### src/core/sdce_params.svh
// offsets, field positions, reset values and timing counts of the serial dma engine
`ifndef SDCE_PARAMS_SVH
`define SDCE_PARAMS_SVH
`define SDCE_IDX_DLY      12'hF86
`define SDCE_IDX_CTRL     12'hF88
`define SDCE_IDX_COUNT    12'hF90
`define SDCE_IDX_TXPTR    12'hF91
`define SDCE_IDX_RXPTR    12'hF92
`define SDCE_IDX_STAT     12'hF93
`define SDCE_IDX_CFG      12'hF94
`define SDCE_CTRL_RUN     0
`define SDCE_CTRL_DLYINT  1
`define SDCE_CTRL_DUP_LO  2
`define SDCE_CTRL_RXINC   4
`define SDCE_CTRL_TXINC   5
`define SDCE_CTRL_SS_LO   6
`define SDCE_RST_DLY      8'h00
`define SDCE_RST_CTRL     8'h00
`define SDCE_RST_CFG      3'h0
`define SDCE_DUP_FULL     2'h2
`define SDCE_DUP_TX       2'h1
`define SDCE_DUP_RX       2'h0
`define SDCE_DUMMY_TX     8'hFF
`define SDCE_SFR_BANK     4'hE
`define SDCE_CLK_HZ       20000000
`define SDCE_GAP_DIV4     12'h008
`define SDCE_GAP_DIV16    12'h009
`define SDCE_GAP_DIV64    12'h00F
`endif

### src/core/sdce_pkg.sv
// types of the serial dma engine
`default_nettype none
package sdce_pkg;
   typedef enum logic [2:0] {ST_IDLE, ST_FETCH, ST_LOAD, ST_XFER, ST_UPDATE} sdce_state_t;
   typedef struct packed {
      logic       rd;
      logic       wr;
      logic [11:0] addr;
      logic [7:0] wdata;
   } sdce_mem_req_t;
   typedef struct packed {
      logic       load;
      logic [7:0] data;
   } sdce_spi_req_t;
endpackage
`default_nettype wire

### src/core/sdce_engine.sv
// serial port dma engine with avalon register slave
//
// Summary of operation
// - master mode waits base gap 8, 9 or 15 cycles between bytes by divider.
// - delay interrupt off: delay code adds extra gap cycles before buffer write.
// - delay interrupt on: delay times idle interrupt; gap is base plus one.
// - delay code decodes 1..128 powers, 256..896 by 128, 1024, 2048.
// - watermark code 0 completion, 1..32 powers, 67, then 128..576 by 64.
// - 10-bit byte counter decrements after each byte but the last while running.
// - after last byte run bit self-clears and counter reads zero.
// - loaded count N moves exactly N plus one bytes.
// - transmit modes fetch from source pointer, advance it, never write source.
// - transmit fetches never read special banks 14 and 15.
// - receive modes store at destination pointer and advance it.
// - receive stores never modify special banks 14 and 15.
// - irq flag follows watermark and also sets on completion.
// - flag sets when remaining count equals selected level.
// - after watermark fires, only completion, time-out or a write of a level above remaining sets the flag again.
// - watermark writable while running; level above remaining sets flag at once.
// - after that, only another such write, time-out or completion raises it.
// - slave mode delay code may drive an idle time-out interrupt.
// - setup precedes run bit; master starts at once, slave waits for master.
// - direction code 10 full duplex, 01 transmit only, 00 receive only.
// - clearing run mid byte finishes that byte, then stops all updates.
`timescale 1ns/100ps
`include "sdce_params.svh"
`default_nettype none
module sdce_engine
   import sdce_pkg::*;
(
   input  wire logic          sys_clk,
   input  wire logic          rst_n,
   input  wire logic          ce,
   input  wire logic [11:0]   avs_address,
   input  wire logic          avs_read,
   input  wire logic          avs_write,
   input  wire logic [31:0]   avs_writedata,
   output logic [31:0]        avs_readdata,
   output logic               avs_waitrequest,
   output sdce_spi_req_t      spi_req,
   input  wire logic          spi_byte_done,
   input  wire logic [7:0]    spi_rx_data,
   output sdce_mem_req_t      mem_req,
   input  wire logic [7:0]    mem_rdata,
   output logic               serial_port_irq_flag
);

   function automatic logic [11:0] gap_decode(input logic [3:0] code);
      if (code < 4'h8)
         gap_decode = 12'h001 << code;
      else if (code == 4'hE)
         gap_decode = 12'h400;
      else if (code == 4'hF)
         gap_decode = 12'h800;
      else
         gap_decode = {1'b0, code - 4'h6, 7'h00};
   endfunction

   function automatic logic [10:0] level_decode(input logic [3:0] code);
      if (code == 4'h0)
         level_decode = 11'h000;
      else if (code < 4'h7)
         level_decode = 11'h001 << (code - 4'h1);
      else if (code == 4'h7)
         level_decode = 11'h043;
      else
         level_decode = {1'b0, code - 4'h6, 6'h00};
   endfunction

   function automatic logic in_sfr(input logic [11:0] addr);
      in_sfr = (addr[11:8] >= `SDCE_SFR_BANK);
   endfunction

   sdce_state_t  state;
   logic         ack;
   logic [7:0]   dly_wm;
   logic [1:0]   sscon;
   logic         txinc;
   logic         rxinc;
   logic [1:0]   duplex;
   logic         gap_irq_en;
   logic         run;
   logic         master;
   logic [1:0]   clk_div;
   logic [9:0]   count;
   logic [11:0]  tx_ptr;
   logic [11:0]  rx_ptr;
   logic [7:0]   rx_hold;
   logic [11:0]  gap_cnt;
   logic [11:0]  to_cnt;
   logic         to_fired;
   logic         wm_armed;
   logic         fetch_q;
   logic         wr_en;
   logic         rd_take;
   logic         tx_mode;
   logic         rx_mode;
   logic [11:0]  base_gap;
   logic [11:0]  gap_total;
   logic [11:0]  delay_cyc;
   logic [10:0]  level;
   logic [10:0]  new_level;
   logic         last_byte;
   logic         wm_hit;
   logic         imm_hit;
   logic         done_hit;
   logic         to_hit;
   logic         flag_clr;
   logic [31:0]  next_readdata;

   // one wait cycle per access keeps read data registered
   assign avs_waitrequest = (avs_read | avs_write) & ~ack;
   assign wr_en   = avs_write & ack;
   assign rd_take = avs_read & ~ack;

   assign tx_mode   = (duplex != `SDCE_DUP_RX);
   assign rx_mode   = (duplex != `SDCE_DUP_TX);
   assign delay_cyc = gap_decode(dly_wm[7:4]);
   assign level     = level_decode(dly_wm[3:0]);
   assign new_level = level_decode(avs_writedata[3:0]);
   assign last_byte = (count == 10'h000);

   always_comb begin
      case (clk_div)
         2'h0:    base_gap = `SDCE_GAP_DIV4;
         2'h1:    base_gap = `SDCE_GAP_DIV16;
         default: base_gap = `SDCE_GAP_DIV64;
      endcase
   end

   // gap counted from the completing byte to the next buffer write
   assign gap_total = base_gap + (gap_irq_en ? 12'h001 : delay_cyc);

   always_ff @(posedge sys_clk) begin
      if (!rst_n)
         ack <= 1'b0;
      else if (ce)
         ack <= (avs_read | avs_write) & ~ack;
   end

   always_comb begin
      next_readdata = 32'h0000_0000;
      case (avs_address)
         `SDCE_IDX_DLY:   next_readdata = {24'h000000, dly_wm};
         `SDCE_IDX_CTRL:  next_readdata = {24'h000000, sscon, txinc, rxinc, duplex, gap_irq_en, run};
         `SDCE_IDX_COUNT: next_readdata = {22'h000000, count};
         `SDCE_IDX_TXPTR: next_readdata = {20'h00000, tx_ptr};
         `SDCE_IDX_RXPTR: next_readdata = {20'h00000, rx_ptr};
         `SDCE_IDX_STAT:  next_readdata = {30'h0, (state != ST_IDLE), serial_port_irq_flag};
         `SDCE_IDX_CFG:   next_readdata = {29'h0, clk_div, master};
         default:         next_readdata = 32'h0000_0000;
      endcase
   end

   always_ff @(posedge sys_clk) begin
      if (!rst_n)
         avs_readdata <= 32'h0000_0000;
      else if (ce && rd_take)
         avs_readdata <= next_readdata;
   end

   // control and configuration registers
   always_ff @(posedge sys_clk) begin
      if (!rst_n) begin
         dly_wm     <= `SDCE_RST_DLY;
         sscon      <= 2'h0;
         txinc      <= 1'b0;
         rxinc      <= 1'b0;
         duplex     <= `SDCE_DUP_RX;
         gap_irq_en <= 1'b0;
         run        <= 1'b0;
         master     <= 1'b0;
         clk_div    <= 2'h0;
      end else if (ce) begin
         if (wr_en && avs_address == `SDCE_IDX_DLY)
            dly_wm <= avs_writedata[7:0];
         if (wr_en && avs_address == `SDCE_IDX_CFG && !run) begin
            master  <= avs_writedata[0];
            clk_div <= avs_writedata[2:1];
         end
         if (wr_en && avs_address == `SDCE_IDX_CTRL) begin
            run <= avs_writedata[`SDCE_CTRL_RUN];
            if (!run) begin
               // other fields frozen mid transaction to protect it
               sscon      <= avs_writedata[`SDCE_CTRL_SS_LO +: 2];
               txinc      <= avs_writedata[`SDCE_CTRL_TXINC];
               rxinc      <= avs_writedata[`SDCE_CTRL_RXINC];
               duplex     <= avs_writedata[`SDCE_CTRL_DUP_LO +: 2];
               // slave select control forces the delay interrupt off
               gap_irq_en <= avs_writedata[`SDCE_CTRL_DLYINT] &
                             (avs_writedata[`SDCE_CTRL_SS_LO +: 2] == 2'h0);
            end
         end
         if (state == ST_UPDATE && last_byte)
            run <= 1'b0;
      end
   end

   // transfer sequencer, counter and pointers
   always_ff @(posedge sys_clk) begin
      if (!rst_n) begin
         state   <= ST_IDLE;
         count   <= 10'h000;
         tx_ptr  <= 12'h000;
         rx_ptr  <= 12'h000;
         rx_hold <= 8'h00;
         gap_cnt <= 12'h000;
         fetch_q <= 1'b0;
         spi_req <= '0;
      end else if (ce) begin
         fetch_q      <= (state == ST_FETCH);
         spi_req.load <= 1'b0;
         if (gap_cnt != 12'h000)
            gap_cnt <= gap_cnt - 12'h001;
         if (wr_en && !run) begin
            if (avs_address == `SDCE_IDX_COUNT)
               count <= avs_writedata[9:0];
            if (avs_address == `SDCE_IDX_TXPTR)
               tx_ptr <= avs_writedata[11:0];
            if (avs_address == `SDCE_IDX_RXPTR)
               rx_ptr <= avs_writedata[11:0];
         end
         case (state)
            ST_IDLE: begin
               gap_cnt <= 12'h000;
               if (run)
                  state <= ST_FETCH;
            end
            ST_FETCH: begin
               state <= run ? ST_LOAD : ST_IDLE;
            end
            ST_LOAD: begin
               if (fetch_q)
                  spi_req.data <= !tx_mode ? `SDCE_DUMMY_TX :
                                  in_sfr(tx_ptr) ? 8'h00 : mem_rdata;
               if (!run)
                  state <= ST_IDLE;
               // slave preloads the buffer and waits for the far master
               else if (!fetch_q && (!master || gap_cnt == 12'h000)) begin
                  spi_req.load <= 1'b1;
                  state        <= ST_XFER;
               end
            end
            ST_XFER: begin
               if (spi_byte_done) begin
                  rx_hold <= spi_rx_data;
                  gap_cnt <= gap_total - 12'h001;
                  state   <= run ? ST_UPDATE : ST_IDLE;
               end
            end
            ST_UPDATE: begin
               // counter and both pointers move in the same cycle
               if (tx_mode && txinc)
                  tx_ptr <= tx_ptr + 12'h001;
               if (rx_mode && rxinc)
                  rx_ptr <= rx_ptr + 12'h001;
               if (last_byte)
                  state <= ST_IDLE;
               else begin
                  count <= count - 10'h001;
                  state <= ST_FETCH;
               end
            end
            default: state <= ST_IDLE;
         endcase
      end
   end

   always_comb begin
      mem_req       = '0;
      mem_req.rd    = (state == ST_FETCH) && run && tx_mode && !in_sfr(tx_ptr);
      mem_req.wr    = (state == ST_UPDATE) && rx_mode && !in_sfr(rx_ptr);
      mem_req.addr  = (state == ST_UPDATE) ? rx_ptr : tx_ptr;
      mem_req.wdata = rx_hold;
   end

   // idle time-out counter, armed only by the delay interrupt enable while running
   always_ff @(posedge sys_clk) begin
      if (!rst_n) begin
         to_cnt   <= 12'h000;
         to_fired <= 1'b0;
      end else if (ce) begin
         if (!run || !gap_irq_en || spi_byte_done) begin
            to_cnt   <= 12'h000;
            to_fired <= 1'b0;
         end else if (!to_fired) begin
            to_cnt <= to_cnt + 12'h001;
            if (to_hit)
               to_fired <= 1'b1;
         end
      end
   end

   assign to_hit   = run && gap_irq_en && !spi_byte_done && !to_fired &&
                     (to_cnt == delay_cyc - 12'h001);
   assign wm_hit   = (state == ST_UPDATE) && !last_byte && wm_armed &&
                     (level != 11'h000) && (level == {1'b0, count});
   assign imm_hit  = wr_en && (avs_address == `SDCE_IDX_DLY) && run &&
                     (new_level > ({1'b0, count} + 11'h001));
   assign done_hit = (state == ST_UPDATE) && last_byte;
   assign flag_clr = wr_en && (avs_address == `SDCE_IDX_STAT) && avs_writedata[0];

   always_ff @(posedge sys_clk) begin
      if (!rst_n) begin
         wm_armed <= 1'b0;
      end else if (ce) begin
         if (state == ST_IDLE && run)
            wm_armed <= 1'b1;
         else if (wm_hit || imm_hit)
            wm_armed <= 1'b0;
      end
   end

   // a set in the clearing cycle wins
   always_ff @(posedge sys_clk) begin
      if (!rst_n)
         serial_port_irq_flag <= 1'b0;
      else if (ce) begin
         if (wm_hit || imm_hit || done_hit || to_hit)
            serial_port_irq_flag <= 1'b1;
         else if (flag_clr)
            serial_port_irq_flag <= 1'b0;
      end
   end
endmodule
`default_nettype wire

### config.mk
export PLATFORM = sky130hd
export DESIGN_NAME = sdce_engine
export DESIGN_NICKNAME = d
export VERILOG_FILES = /design/src/core/sdce_pkg.sv /design/src/core/sdce_engine.sv
export VERILOG_INCLUDE_DIRS = /design/src /design/src/core
export SDC_FILE = /design/constraint.sdc
export NUM_CORES = 1
export LEC_CHECK = 0
export BUFFER_PORTS_ARGS = -buffer_cell sky130_fd_sc_hd__buf_2
export CAP_MARGIN = 20
export CORE_UTILIZATION = 55
export CTS_CLUSTER_SIZE = 20
export DETAILED_ROUTE_END_ITERATION = 16
export GPL_ROUTABILITY_DRIVEN = 0
export PLACE_DENSITY_LB_ADDON = 0.08
export RECOVER_POWER = 50
export SLEW_MARGIN = 20
export SYNTH_ARGS = -nofsm -noshare
export SYNTH_HDL_FRONTEND = slang
export SYNTH_SLANG_ARGS = --single-unit
### constraint.sdc
create_clock -name sys_clk -period 3.8 [get_ports sys_clk]
set_input_delay 0.57 -clock sys_clk [delete_from_list [all_inputs] [get_ports sys_clk]]
set_output_delay 0.57 -clock sys_clk [all_outputs]
set_load 0.02 [all_outputs]
==> implementation parameters <==
Parameter                              Value

STA
  Number of endpoints with negative hold slack in the final report    0
  Final setup violating endpoints    0
  Max Clock Freq    292.0 MHz
  Worst max-slew margin expressed relative to the limit    -9.001%
  Final period utilization    90.11%
  Worst slack on hold paths    0.3769 ns
  Aggregate negative setup slack    0 ns
  RSZ-0062 raised after global routing    false
  Final critical delay including setup and external delays    3.424 ns
  Worst slew pin tran    1.633 ns
  Clock skew    0.008524 ns
  Max Transition Viols Final    47

Layout
  Antenna Diode Count    0
  Growth of design area from synthesis to finish    12.58%
  Nets    1,265
  Layout cells sized above 1    11.53%
  Final cell count without fillers    1,364
  Final design instance area without fill    9239 um2

Critical path
  Crit start category    input pin
  Data arrival at the endpoint of the critical path    3.76 ns
  Critical path endpoint category    flop
  CP Class    input pin to flop
  Critical Path Fanout Max    55
  Required time worst endpoint    4.14 ns

Detailed routing
  Wire length per cell    18.22 um
  Remaining antenna violation count    0
  Vias    8,544
  Detailed-routing iteration count for the pre-antenna-repair pass    7
  DRC marker count from the first detailed-route iteration    889
  Routed wire length    24,850 um
  Remaining routing DRC violations    0
  Via density    6.264

Power
  Leak pwr    3.532 nW
  Cell area power density    348.3 nW/um2
  Total chip power    0.003218 W
  Max IR drop VDD    0.3430 mV

Clocking
  Quantity of gates resized following cts    0
  CTS H-tree lvls    4
  Post-CTS setup buffer count    0
  CTS Buf Count    17
  CTS sink count    114
  CTS hold repair buffers    0
  Clock root buffer master    clkbuf_16
  CTS max path bufs    2
  Clock edge transition at the registers on the reported setup and hold paths    0.05 ns
  Clock tree from TritonCTS    yes
  Clock latency reported for the late side of the worst-skew pair    0.42 ns

Die
  Area of the die    15,410 um2
  Total number of placement rows    44
  Number of placed I/O pins    131
  Initial core utilization    56.47%
  Floorplan die height    124.2 um
  Area inside the core boundary    14,530 um2
  Chip width    124.2 um

Logic synthesis
  Most numerous cell types in the synthesized netlist    114 x dfxtp_1, 112 x nand2_1, 110 x a21oi_1
  Post-synthesis sequential area ratio    27.81%
  Count of flip-flops with a built-in enable after synthesis    0
  Cell type with the highest aggregate area in the netlist    dfxtp_1
  Main area contributors after synthesis    dfxtp_1 28%, a21oi_1 6.7%, o21ai_0 6.2%
  Most numerous cell in the Yosys netlist    dfxtp_1
  Ys Warns    0
  Predominant post-synthesis flop cell    dfxtp_1
  Avg Synthesized Cell Area    7.314 um2
  Fraction of synthesized cell area taken by the top area cell type    27.81%
  Post-Synthesis Cell Area    8207 um2
  Flops & latches, synth    114
  Number of instances in the synthesized netlist    1,122
  Number of unique standard cell types used by synthesis    78
  Post-synthesis async set-or-reset flop share    0%

Global routing
  Number of antenna violations at the first check in global routing    0
  Grt total ovfl    0
  Overall Global Routing Usage    32.69%
  Wire length of the first global-routing pass    38,470 um
  Number of global-route vias before repair    7,523
  Maximum number of pins on one net before global-route repair    56

Placed design
  Count of input and output buffers    90
  Placed cell areas    8635 um2
  Cell count after placement    1,332
  Half-perimeter wire length of the detailed placement result    17,190 um

Job
  Maximum capacitance violations    1

Hold path
  HP Class    input pin to flop

Outcome
  Violations in the final reports    max-capacitance violations, max-slew violations
  Result of the run    finished, violations left
final cells by class:
cell class,count,area [um2]
Multi-Input combinational cell,894,5408
Tap cell,184,230.2
Timing Repair Buffer,107,540.5
Sequential cell,114,2282
Inverter,33,123.9
Clock inverter,9,176.4
Clock buffer,23,478.0
Fill cell,1350,5295
power breakdown:
part	leakage [nW]	total, W	switching, W	internal, W
clock network	0.317	0.00179	0.000574	0.00121
logic	2.30	0.000226	0.000161	0.0000654
registers	0.919	0.00120	0.00000394	0.00120
worst paths after layout:
kind / start / to / slack (ns) / cells past startpoint
max: ce / avs_readdata[9] / 0.38 / 7
min: spi_rx_data[0] / rx_hold[0] / 0.38 / 3
max reg2reg: dly_wm[1] / wm_armed / 0.65 / 9
min reg2reg: spi_req[8] / spi_req[8] / 0.46 / 2
cells in the final DEF, fill, tap and decap left out, types with 28 or more instances in the layout:
cell type and instances:
mux2i_1 28, nand2_1 112, clkbuf_1 37, nor2_1 103
ha_1 31, buf_2 58, nor3_1 39, inv_1 32
nand3_1 55, o21ai_0 102, dfxtp_1 114, a21oi_1 110
registers in the layout (all words and copies together), names as in the netlist, 2 cells and up:
signal,cells
duplex,2
count,10
sscon,2
spi_req,9
tx_ptr,12
rx_ptr,12
state,3
to_cnt,12
gap_cnt,12
avs_readdata,12
clk_div,2
rx_hold,8
dly_wm,8
worst max-delay path: stages:
cell and delay, ns:
clkbuf_1 0.22, clkbuf_1 0.74, clkbuf_2 1.00, nand3b_1 0.69, nor3_1 0.37, a21oi_1 0.07, nor2_1 0.10
logic make-up after synthesis:
logic type	count (synthesis)	share of synthesized area, %
compound gates	334	24.91
simple gates	434	26.31
other cells	1	0.04569
flops	114	27.81
mux	41	5.199
xor+xnor	33	3.522
buf+inv	133	7.227
fa+ha+maj	32	4.970
routing by layer:
layer	track usage, %	vias to the layer above	wire length (um)
li1	-	4128	-
met1	42.90	3952	10770
met2	51.48	400	11300
met3	7.189	64	1970
met4	13.76	0	816
met5	0	-	0
through the flow:
stage,setup slack [ns],util [%]
floorplan,0.7277,-
global placement,0.5843,59.41
detailed placement,0.5254,59.41
CTS,0.6840,63.91
global route,0.2081,63.57
finish,0.3757,63.57
Power figures use the tool's default switching activity.
